File: config.mk
export PLATFORM = sky130hd
export DESIGN_NAME = tcf_capture
export DESIGN_NICKNAME = d
export VERILOG_FILES = /design/src/pkg/tcf_pkg.sv /design/src/rtl/tcf_capture.sv /design/src/rtl/tcf_addr_cmp.sv /design/src/rtl/tcf_trig_cmp.sv
export VERILOG_INCLUDE_DIRS = /design/src /design/src/pkg
export SDC_FILE = /design/constraint.sdc
export NUM_CORES = 1
export LEC_CHECK = 0
export BUFFER_PORTS_ARGS = -buffer_cell sky130_fd_sc_hd__buf_4
export CAP_MARGIN = 20
export CORE_MARGIN = 4
export CORE_UTILIZATION = 43
export DETAILED_ROUTE_END_ITERATION = 12
export PLACE_DENSITY = 0.7
export SYNTH_ARGS = -nofsm -noshare
export SYNTH_HDL_FRONTEND = slang
export SYNTH_SLANG_ARGS = --single-unit
export TNS_END_PERCENT = 10
File: constraint.sdc
create_clock -name clk_sys -period 3.88 [get_ports clk_sys]
set_input_delay 0.776 -clock clk_sys [delete_from_list [all_inputs] [get_ports clk_sys]]
set_output_delay 0.776 -clock clk_sys [all_outputs]
set_load 0.05 [all_outputs]
File: src/pkg/tcf_map.svh
`ifndef TCF_MAP_SVH
`define TCF_MAP_SVH
// ----------------------------------------------------------------
// capture mode encodings
// ----------------------------------------------------------------
`define TCF_MODE_NORMAL 2'h0
`define TCF_MODE_LOOP 2'h1
`define TCF_MODE_DETAIL 2'h2
`define TCF_MODE_PROFILE 2'h3
// ----------------------------------------------------------------
// trigger-mode field encodings
// ----------------------------------------------------------------
`define TCF_TRG_FLOW 1'h0
`define TCF_TRG_DATA 1'h1
// ----------------------------------------------------------------
// reset values
// ----------------------------------------------------------------
`define TCF_ADDR_RST 16'h0000
`define TCF_CNT_RST 16'h0000
`endif

File: src/pkg/tcf_pkg.sv
package tcf_pkg;
  // kind of bus event offered for capture
  typedef enum logic [1:0] {
    TCF_EV_SRC = 2'h0,
    TCF_EV_DST = 2'h1,
    TCF_EV_VEC = 2'h2,
    TCF_EV_DATA = 2'h3
  } tcf_ev_t;
  // one observed bus event
  typedef struct packed {
    logic valid;
    tcf_ev_t kind;
    logic [15:0] addr;
    logic [15:0] data;
  } tcf_bus_ev_t;
  // one entry written to the trace buffer
  typedef struct packed {
    logic valid;
    tcf_ev_t kind;
    logic [15:0] word;
  } tcf_trace_wr_t;
endpackage

File: src/rtl/tcf_capture.sv
`timescale 1ns/1ns
`include "tcf_map.svh"

// Operation
// - in debug mode one of four capture modes is selected before capture begins.
// - normal mode uses comparators A and B as trigger sources.
// - normal mode stores flow or data words according to the trigger-mode field.
// - loop mode loads each stored address into comparator C and sets it to ignore mode.
// - loop mode does not store a source address that matches comparator C.
// - setting arm in loop mode clears comparator C.
// - loop mode never raises a breakpoint from a comparator C match.
// - loop mode filters only source addresses, never destination or vector addresses.
// - a source refetched in the cycle after it is stored is already suppressed, as comparator C updates at the store.
// - duplicate detection uses the logical address only and ignores paging.
module tcf_capture
  import tcf_pkg::*;
#(
  parameter int AW = 16
) (
  // clock and reset
  input wire logic clk_sys,
  input wire logic srst,
  // configuration
  input wire logic debugEnable,
  input wire logic arm,
  input wire logic [1:0] captureMode,
  input wire logic triggerModeField,
  input wire logic [AW-1:0] cmpA,
  input wire logic [AW-1:0] cmpB,
  input wire logic cmpCBreakEnable,
  input wire logic [AW-1:0] cmpCUser,
  // observed bus activity
  input wire tcf_pkg::tcf_bus_ev_t busEv,
  input wire logic [7:0] busPage,
  // trace output
  output tcf_pkg::tcf_trace_wr_t traceWr,
  output logic triggered,
  output logic cmpCBreak,
  output logic [15:0] suppressCount,
  output logic [15:0] otherModeCount
);
  import tcf_pkg::*;

  // trace words and comparators are fixed at 16 bits
  if (AW != 16)
  begin : g_aw_check
    $error("tcf_capture: AW must be 16");
  end

  // ----------------------------------------------------------------
  // state machine
  // ----------------------------------------------------------------
  typedef enum logic [2:0] {
    TCF_ST_IDLE = 3'b001,
    TCF_ST_ARMED = 3'b010,
    TCF_ST_RUN = 3'b100
  } tcf_state_t;

  tcf_state_t state_q;
  tcf_state_t state_d;
  logic [1:0] mode_q;
  logic [1:0] mode_d;
  logic trgSel_q;
  logic trgSel_d;
  logic arm_q;
  logic armRise;
  logic [1:0] trigHit;
  logic cHit;
  logic cLoad;
  logic cClear;
  logic loopMode;
  logic storeNow;
  logic [15:0] storeWord;
  logic wantKind;
  tcf_trace_wr_t traceWr_q;
  tcf_trace_wr_t traceWr_d;
  logic triggered_q;
  logic triggered_d;
  logic cmpCBreak_q;
  logic cmpCBreak_d;
  logic [15:0] supp_q;
  logic [15:0] supp_d;
  logic [15:0] oth_q;
  logic [15:0] oth_d;

  // arm edge, logic on the same clock
  assign armRise = arm && !arm_q;
  assign loopMode = (mode_q == `TCF_MODE_LOOP);

  // trigger comparators A and B
  tcf_trig_cmp #(
    .AW(AW)
  ) u_trig (
    .enable(mode_q == `TCF_MODE_NORMAL),
    .ref0(cmpA),
    .ref1(cmpB),
    .probe(busEv.addr),
    .hit(trigHit)
  );

  // comparator C, reloaded in loop mode
  tcf_addr_cmp #(
    .AW(AW)
  ) u_cmpc (
    .clk_sys(clk_sys),
    .srst(srst),
    .load(cLoad),
    .loadAddr(armRise ? cmpCUser : traceWr_d.word),
    .clear(cClear),
    .probe(busEv.addr), // logical address only, page ignored
    .valid(),
    .hit(cHit)
  );

  // arm in loop mode empties comparator C
  assign cClear = armRise && (mode_d == `TCF_MODE_LOOP);
  // ----------------------------------------------------------------
  // capture decision
  // ----------------------------------------------------------------
  always_comb
  begin
    state_d = state_q;
    mode_d = mode_q;
    trgSel_d = trgSel_q;
    triggered_d = triggered_q;
    storeNow = 1'b0;
    storeWord = busEv.addr;
    wantKind = 1'b0;
    supp_d = supp_q;
    oth_d = oth_q;
    cmpCBreak_d = 1'b0;
    // mode and field latched at arm, before capture
    if (armRise && debugEnable)
    begin
      mode_d = captureMode;
      trgSel_d = triggerModeField;
      triggered_d = 1'b0;
      state_d = TCF_ST_ARMED;
    end
    else if (!arm || !debugEnable)
    begin
      state_d = TCF_ST_IDLE;
    end
    else
    begin
      unique case (state_q)
        TCF_ST_IDLE:
        begin
          state_d = TCF_ST_IDLE;
        end
        TCF_ST_ARMED:
        begin
          if (mode_q != `TCF_MODE_NORMAL)
            state_d = TCF_ST_RUN;
          else if (busEv.valid && (|trigHit))
          begin
            triggered_d = 1'b1;
            state_d = TCF_ST_RUN;
          end
        end
        TCF_ST_RUN:
        begin
          state_d = TCF_ST_RUN;
        end
        default:
        begin
          state_d = TCF_ST_IDLE;
        end
      endcase
    end
    // choose what an event stores
    if (state_q == TCF_ST_RUN && busEv.valid)
    begin
      unique case (mode_q)
        `TCF_MODE_NORMAL:
        begin
          // flow or data words by trigger-mode field
          wantKind = (trgSel_q == `TCF_TRG_DATA) ? (busEv.kind == TCF_EV_DATA) : (busEv.kind != TCF_EV_DATA);
          storeNow = wantKind;
          storeWord = (busEv.kind == TCF_EV_DATA) ? busEv.data : busEv.addr;
        end
        `TCF_MODE_LOOP:
        begin
          // only source addresses are filtered
          if (busEv.kind == TCF_EV_DATA)
            storeNow = 1'b0;
          else if (busEv.kind == TCF_EV_SRC && cHit)
          begin
            storeNow = 1'b0;
            supp_d = supp_q + 16'h0001;
          end
          else
            storeNow = 1'b1;
        end
        default:
        begin
          oth_d = oth_q + 16'h0001;
        end
      endcase
    end
    // comparator C breakpoint only outside loop mode
    if (!loopMode && cmpCBreakEnable && busEv.valid && cHit && state_q == TCF_ST_RUN)
      cmpCBreak_d = 1'b1;
    traceWr_d.valid = storeNow;
    traceWr_d.kind = busEv.kind;
    traceWr_d.word = storeWord;
  end

  // copy stored address into C in the write cycle; a refetch seen
  // the next cycle is already suppressed
  // user value at any arm into a non-loop mode, so no stale loop address breaks
  assign cLoad = (loopMode && storeNow && busEv.kind != TCF_EV_DATA)
    || (armRise && debugEnable && mode_d != `TCF_MODE_LOOP);

  // registers
  always_ff @(posedge clk_sys)
  begin
    if (srst)
    begin
      state_q <= TCF_ST_IDLE;
      mode_q <= `TCF_MODE_NORMAL;
      trgSel_q <= `TCF_TRG_FLOW;
      arm_q <= 1'b0;
      traceWr_q <= '0;
      triggered_q <= 1'b0;
      cmpCBreak_q <= 1'b0;
      supp_q <= `TCF_CNT_RST;
      oth_q <= `TCF_CNT_RST;
    end
    else
    begin
      state_q <= state_d;
      mode_q <= mode_d;
      trgSel_q <= trgSel_d;
      arm_q <= arm;
      traceWr_q <= traceWr_d; // in order of occurrence
      triggered_q <= triggered_d;
      cmpCBreak_q <= cmpCBreak_d;
      supp_q <= supp_d;
      oth_q <= oth_d;
    end
  end

  assign traceWr = traceWr_q;
  assign triggered = triggered_q;
  assign cmpCBreak = cmpCBreak_q;
  assign suppressCount = supp_q;
  assign otherModeCount = oth_q;

  // ----------------------------------------------------------------
  // assertions
  // ----------------------------------------------------------------
  logic lastSrcValid_q;
  logic [15:0] lastSrc_q;
  always_ff @(posedge clk_sys)
  begin
    if (srst || cClear)
      lastSrcValid_q <= 1'b0;
    else if (loopMode && traceWr_d.valid)
    begin
      lastSrcValid_q <= 1'b1;
      lastSrc_q <= traceWr_d.word;
    end
  end

  property p_loop_nobreak;
    @(posedge clk_sys) disable iff (srst)
    loopMode |=> !cmpCBreak;
  endproperty
  a_loop_nobreak: assert property (p_loop_nobreak) else $error("break from C in loop mode");

  property p_loop_dup;
    @(posedge clk_sys) disable iff (srst)
    (loopMode && state_q == TCF_ST_RUN && arm && debugEnable && busEv.valid && busEv.kind == TCF_EV_SRC
      && lastSrcValid_q && busEv.addr == lastSrc_q) |=> !traceWr.valid;
  endproperty
  a_loop_dup: assert property (p_loop_dup) else $error("duplicate source stored");

  property p_loop_dst;
    @(posedge clk_sys) disable iff (srst)
    (loopMode && state_q == TCF_ST_RUN && busEv.valid && busEv.kind inside {TCF_EV_DST, TCF_EV_VEC})
      |=> traceWr.valid && traceWr.word == $past(busEv.addr);
  endproperty
  a_loop_dst: assert property (p_loop_dst) else $error("destination or vector dropped");

  property p_arm_clear;
    @(posedge clk_sys) disable iff (srst)
    (armRise && debugEnable && captureMode == `TCF_MODE_LOOP) |=> !cHit;
  endproperty
  a_arm_clear: assert property (p_arm_clear) else $error("C not cleared on arm");

  property p_norm_data;
    @(posedge clk_sys) disable iff (srst)
    (traceWr.valid && mode_q == `TCF_MODE_NORMAL && trgSel_q == `TCF_TRG_DATA) |-> traceWr.kind == TCF_EV_DATA;
  endproperty
  a_norm_data: assert property (p_norm_data) else $error("flow stored in data mode");

  property p_norm_trig;
    @(posedge clk_sys) disable iff (srst)
    (mode_q == `TCF_MODE_NORMAL && state_q == TCF_ST_ARMED && arm && debugEnable && !armRise
      && busEv.valid && (busEv.addr == cmpA || busEv.addr == cmpB)) |=> triggered ##0 state_q == TCF_ST_RUN;
  endproperty
  a_norm_trig: assert property (p_norm_trig) else $error("A/B match did not trigger");

  property p_mode_latch;
    @(posedge clk_sys) disable iff (srst)
    (armRise && debugEnable) |=> mode_q == $past(captureMode);
  endproperty
  a_mode_latch: assert property (p_mode_latch) else $error("mode not taken at arm");

  property p_loop_load;
    @(posedge clk_sys) disable iff (srst)
    (loopMode && traceWr_d.valid && !cClear && busEv.kind == TCF_EV_SRC) ##1 (busEv.valid && busEv.kind == TCF_EV_SRC
      && busEv.addr == $past(busEv.addr)) |-> cHit;
  endproperty
  a_loop_load: assert property (p_loop_load) else $error("C not loaded with stored address");

  property p_order;
    @(posedge clk_sys) disable iff (srst)
    traceWr_d.valid |=> traceWr.valid && traceWr.kind == $past(busEv.kind);
  endproperty
  a_order: assert property (p_order) else $error("trace write out of order");

  c_loop_supp: cover property (@(posedge clk_sys) disable iff (srst) supp_q != supp_d);
  c_norm_trig: cover property (@(posedge clk_sys) disable iff (srst) triggered_d && !triggered_q);
  c_loop_store: cover property (@(posedge clk_sys) disable iff (srst) loopMode && traceWr.valid);
  c_other: cover property (@(posedge clk_sys) disable iff (srst) oth_q != oth_d);
endmodule

File: src/rtl/tcf_addr_cmp.sv
`timescale 1ns/1ns
`include "tcf_map.svh"
module tcf_addr_cmp #(
  parameter int AW = 16
) (
  // clock and reset
  input wire logic clk_sys,
  input wire logic srst,
  // load and clear
  input wire logic load,
  input wire logic [AW-1:0] loadAddr,
  input wire logic clear,
  // compare
  input wire logic [AW-1:0] probe,
  output logic valid,
  output logic hit
);
  logic [AW-1:0] ref_q;
  logic [AW-1:0] ref_d;
  logic valid_q;
  logic valid_d;

  // refuse widths the compare cannot serve
  if (AW < 1)
  begin : g_aw_check
    $error("tcf_addr_cmp: AW must be positive");
  end

  // next value of the compare reference
  always_comb
  begin
    ref_d = ref_q;
    valid_d = valid_q;
    if (clear)
    begin
      ref_d = '0;
      valid_d = 1'b0;
    end
    else if (load)
    begin
      ref_d = loadAddr;
      valid_d = 1'b1;
    end
  end

  // reference register
  always_ff @(posedge clk_sys)
  begin
    if (srst)
    begin
      ref_q <= '0;
      valid_q <= 1'b0;
    end
    else
    begin
      ref_q <= ref_d;
      valid_q <= valid_d;
    end
  end

  assign valid = valid_q;
  assign hit = valid_q && (probe == ref_q);
endmodule

File: src/rtl/tcf_trig_cmp.sv
`timescale 1ns/1ns
module tcf_trig_cmp #(
  parameter int AW = 16
) (
  // compare values
  input wire logic enable,
  input wire logic [AW-1:0] ref0,
  input wire logic [AW-1:0] ref1,
  input wire logic [AW-1:0] probe,
  // match results
  output logic [1:0] hit
);
  // one equality comparator per trigger channel
  genvar gi;
  generate
    for (gi = 0; gi < 2; gi++)
    begin : g_ch
      assign hit[gi] = enable && (probe == (gi == 0 ? ref0 : ref1));
    end
  endgenerate
endmodule

# Word level (Yosys, flattened, before mapping)
# Cells that the tools add are included.
# op_classes
add_sub_neg	2
n_eq_ne	12
n_mux	16
n_bitwise	4
n_reduce_logical	33
# op_table
operator	count
16-bit two-way mux	4
16-bit equality test	3
16-bit by 1-bit adder with 16-bit output, second input constant	2
1-bit logical AND	16
4-bit AND reduction	2
2-bit OR reduction	4
2-bit two-way mux	3
3-bit two-way mux	2
3-bit one-hot mux with 2 select lines	1
1-bit two-way mux	5
5-bit inequality test, second input constant	1
2-bit by 1-bit equality test with 1-bit output, second input constant	2
1-bit logical NOT	4
2-bit logical NOT	2
1-bit NOT	4
3-bit by 2-bit equality test with 1-bit output, second input constant	1
3-bit equality test, second input constant	1
3-bit inequality test, second input constant	1
3-bit OR reduction	1
2-bit equality test, second input constant	1
1-bit logical OR	2
2-bit by 1-bit inequality test with 1-bit output, second input constant	1
2-bit inequality test, second input constant	1
1-bit one-hot mux with 2 select lines	1
other kinds (2)	2
# word_totals
regBits	77
output_inout_bits	53

# Logic depth before layout (Yosys ltp)
# depth
word_depth	10
ltp_mapped	8
mapped_depth_nobuf	5

# By module
# A second synthesis with hierarchy kept.
# hier_totals
hier_cells	449
area_unflattened_um2	3836.2
# modules_own_cells
mod	instances	cells_each	area_each_um2
tcf_capture	1	327	2696.3
tcf_addr_cmp	1	78	777.0
tcf_trig_cmp	1	44	362.8

# Worst setup path before layout
# OpenSTA, ideal clock, no wires.
# synth_path
kind	input port to flip-flop
startpoint	in busEv[18] (netlist name)
endpoint	reg supp_q[14] (netlist: suppressCount[14])
setup_time_ps	121
arrival_time_ps	2255
slack_ps	1504
cell_stages	6
n_path_buf	1
path_cell_list	xor2_1 > nor4_2 > nand3_1 > buf_2 > nor4_1 > mux2_2
# synth_via
elab_chain_len	4
# synth_lines
element	line	source
from (decl)	tcf_capture.sv:33	input wire tcf_pkg::tcf_bus_ev_t busEv,
16-bit equality test	tcf_addr_cmp.sv:62	assign hit = valid_q && (probe == ref_q);
1-bit logical AND	tcf_addr_cmp.sv:62	
1-bit logical AND	tcf_capture.sv:187	else if (busEv.kind == TCF_EV_SRC && cHit)
4-bit AND reduction (no source line)	n/a	
to (signal assigned)	tcf_capture.sv:227	supp_q <= `TCF_CNT_RST;
to (signal assigned)	tcf_capture.sv:239	supp_q <= supp_d;
to (decl)	tcf_capture.sv:81	logic [15:0] supp_q;
# No other way between the ends.
# A chain may end at the register's enable or synchronous reset.

# Worst setup path in the final report
# layout_path
startpoint	in busEv[28] (netlist name)
endpoint	reg supp_q[12] (netlist: suppressCount[12])
# Same word-level chain as after synthesis.

==> flow_metrics.env <==
export IMPL_cts_hold_buf=0
export IMPL_r2r_cells=5
export IMPL_multiInputGateArea_um2=2710
export IMPL_fp_dieW_um=110
export IMPL_rows=36
export IMPL_crit_buf_inv=2
export IMPL_io_pins=152
export IMPL_rr_startpoint="mode_q[1]"
export IMPL_path_class="primary input to flip-flop"
export IMPL_postPlaceCellArea_um2=5630
export IMPL_antenna_found_initial=0
export IMPL_nets=774
export IMPL_cts_sinks=77
export IMPL_min_to="triggered"
export IMPL_tightest_slew_ns=0.723
export IMPL_final_common_cell="buf_4"
export IMPL_grt_ovfl_total=0
export IMPL_power_density_nw_per_um2=295
export IMPL_ys_seq_area_frac=0.345
export IMPL_die_area_um2=12100
export IMPL_hold_depth=2
export IMPL_final_cell_area_um2=5810
export IMPL_grt_pass1_vias=4434
export IMPL_groute_usage_overall=0.232
export IMPL_gp_congestion=0.851
export IMPL_finalWirelength_um=14100
export IMPL_r2r_end="u_cmpc.ref_q[3]"
export IMPL_fillCellCount=922
export IMPL_portBuffers=143
export IMPL_cpPeakStageDelay_ns=0.54
export IMPL_drtIter0Drc=270
export IMPL_synth_edf_count=0
export IMPL_register_area_um2=1540
export IMPL_synth_area_um2=4470
export IMPL_cap_violations=0
export IMPL_yosys_most_used_dff="dfxtp_1"
export IMPL_fin_crit_sh=0.649
export IMPL_crit_fanout=24
export IMPL_place_hpwl_um=10100
export IMPL_grt_pass1_wl_um=22200
export IMPL_vias_per_cell=5.67
export IMPL_clk_pin_slew_ns=0.07
export IMPL_skew_ns=0.0169
export IMPL_critPathLaunchType="primary input"
export IMPL_antennaDiodeCount=0
export IMPL_slew_viol_final=0
export IMPL_status="finished clean"
export IMPL_final_layout_size_suffix_gt1_frac=0.285
export IMPL_cts_setup_buffers=0
export IMPL_route_detailed_drc=0
export IMPL_cts_made_buffers=9
export IMPL_path_delay_family="simple AND/OR/NAND/NOR gates"
export IMPL_antenna_left=0
export IMPL_rsz0062_at_grt="false"
export IMPL_initial_core_util=0.449
export IMPL_crit_start="busEv[28]"
export IMPL_clk_path_buf_depth=2
export IMPL_fin_crit_ns=2.52
export IMPL_required_ns=4.11
export IMPL_setup_tns_ns=0
export IMPL_syn_avg_cell_area_um2=8.19
export IMPL_maxSlewHeadroom=0.518
export IMPL_max_freq_mhz=397
export IMPL_holdWs_ns=0.484
export IMPL_clk_latency_ns=0.36
export IMPL_r2r_slack_ns=1.52
export IMPL_htree_levels=3
export IMPL_setup_viol=0
export IMPL_cts_root_buf="clkbuf_8"
export IMPL_area_growth_pct=30.1
export IMPL_leakage_nw=2.25
export IMPL_cpMostUsedCell="buf_4"
export IMPL_async_flop_share=0
export IMPL_synth_seq_cells=77
export IMPL_worstPathCellList="buf_4 > xor2_1 > nor4_1 > nand4_1 > buf_4 > nor4b_1 > mux2_2"
export IMPL_synthesis_nets=646
export IMPL_cts_tree="done"
export IMPL_vias=4591
export IMPL_mostFrequentLayoutCells="155 x buf_4, 77 x dfxtp_1, 52 x nor2_1, 44 x xnor2_1, 33 x nand4_1"
export IMPL_die_h_um=110
export IMPL_cp_arrival_ns=2.75
export IMPL_grt_max_degree=70
export IMPL_drt_pass1_iter_count=5
export IMPL_hold_viol=0
export IMPL_cts_resized=0
export IMPL_ys_types=51
export IMPL_peakVddDrop_v=0.000158
export IMPL_cp_slowest_cell="nor4_1"
export IMPL_min_from="triggered"
export IMPL_end_kind="flip-flop"
export IMPL_postSynthCellCount=545
export IMPL_yosys_warnings=0
export IMPL_routedWlPerCell_um=17.4
export IMPL_min_path_type="flip-flop to flip-flop"
export IMPL_core_um2=9950
-- layout make-up --
type | instances | area share
clock inverter | 1 | 0.000862
tap | 133 | 0.0287
clock buffer | 14 | 0.0297
timing repair buffer | 155 | 0.200
multi-input combinational | 418 | 0.467
inverter | 12 | 0.00776
sequential | 77 | 0.265
-- state kept, by name, indices dropped and copies added, names as in the netlist --
name / count
otherModeCount: 16
traceWr: 19
u_cmpc.valid: 1
suppressCount: 16
cmpCBreak: 1
state_q: 3
u_cmpc.ref_q: 16
triggered: 1
mode_q: 2
arm_q: 1
trgSel_q: 1
-- layer usage --
metal  routed length, um  part of all wire  global-route usage  vias up
li1                    -                 -                   -     2258
met1                5950              0.42               0.304     2139
met2                6940              0.49               0.393      179
met3                1030             0.073              0.0358       15
met4                 197             0.014              0.0695        0
met5                   0                 0                   0        -
-- tightest hold or removal path, delay by kind of cell (launching register included) --
kind	cells	cell delay, ns
AOI/OAI and AO/OA	1	0.07
DFF	1	0.32
and+or+nand+nor	1	0.05
-- synthesized netlist by cell type, types with 2 or more instances --
master	count	share of area
a21oi_1	25	0.028
a31oi_1	16	0.022
a32oi_1	16	0.031
and2_1	3	0.0042
and3_1	5	0.0070
and4_1	4	0.0078
buf_1	2	0.0017
buf_2	11	0.012
buf_6	2	0.0050
clkbuf_1	23	0.019
dfxtp_1	77	0.35
ha_1	2	0.0056
inv_1	12	0.010
mux2_2	8	0.020
mux2i_1	3	0.0067
nand2_1	29	0.024
nand2b_1	3	0.0042
nand3_1	28	0.031
nand3b_1	2	0.0034
nand4_1	33	0.046
nand4bb_1	2	0.0050
nor2_1	52	0.044
nor2b_1	26	0.036
nor3_1	7	0.0078
nor4_1	11	0.015
nor4_2	2	0.0056
o211ai_1	18	0.030
o21ai_0	23	0.026
o311ai_0	6	0.012
o41ai_1	6	0.012
or2_2	6	0.0084
or3_1	8	0.011
xnor2_1	44	0.086
xor2_1	13	0.025
-- cell families after synthesis --
family	synth area share
xor gates and xnor gates	0.112
DFF	0.345
AOI/OAI and AO/OA	0.177
and+or+nand+nor	0.285
buffers and inverters	0.0485
muxes	0.0269
adders and majority gates	0.00560
-- power breakdown --
group | total, mW | internal, mW | switching (mW) | leakage, nW
logic | 0.309 | 0.139 | 0.170 | 1.53
registers | 0.824 | 0.811 | 0.0132 | 0.627
clock network | 0.579 | 0.282 | 0.297 | 0.0926
total | 1.71 | 1.23 | 0.480 | 2.25
-- per-stage QoR --
step / std cells / worst slack (ns) / util / total power, mW
2_1_floorplan: 545 / 1.50 / - / 1.01
3_3_place_gp: 795 / 1.00 / 0.566 / 1.14
3_5_place_dp: 795 / 1.04 / 0.566 / 1.15
4_1_cts: 810 / 1.40 / 0.583 / 1.71
5_1_grt: 810 / 1.23 / 0.583 / 1.78
6_report: 810 / 1.36 / 0.583 / 1.71
-- worst max-delay path by stage --
| stage | endpoint | slack, ns | cells after the start |
|---|---|---|---|
| after global routing | suppressCount[12] | 1.23 | 7 |
| after floorplan | suppressCount[14] | 1.50 | 6 |
| final | suppressCount[12] | 1.36 | 7 |
| after global placement | suppressCount[15] | 1.00 | 7 |
| after detailed placement | suppressCount[15] | 1.04 | 7 |
| after CTS | suppressCount[15] | 1.40 | 7 |
Note: power is estimated with default switching activity, not from simulation.
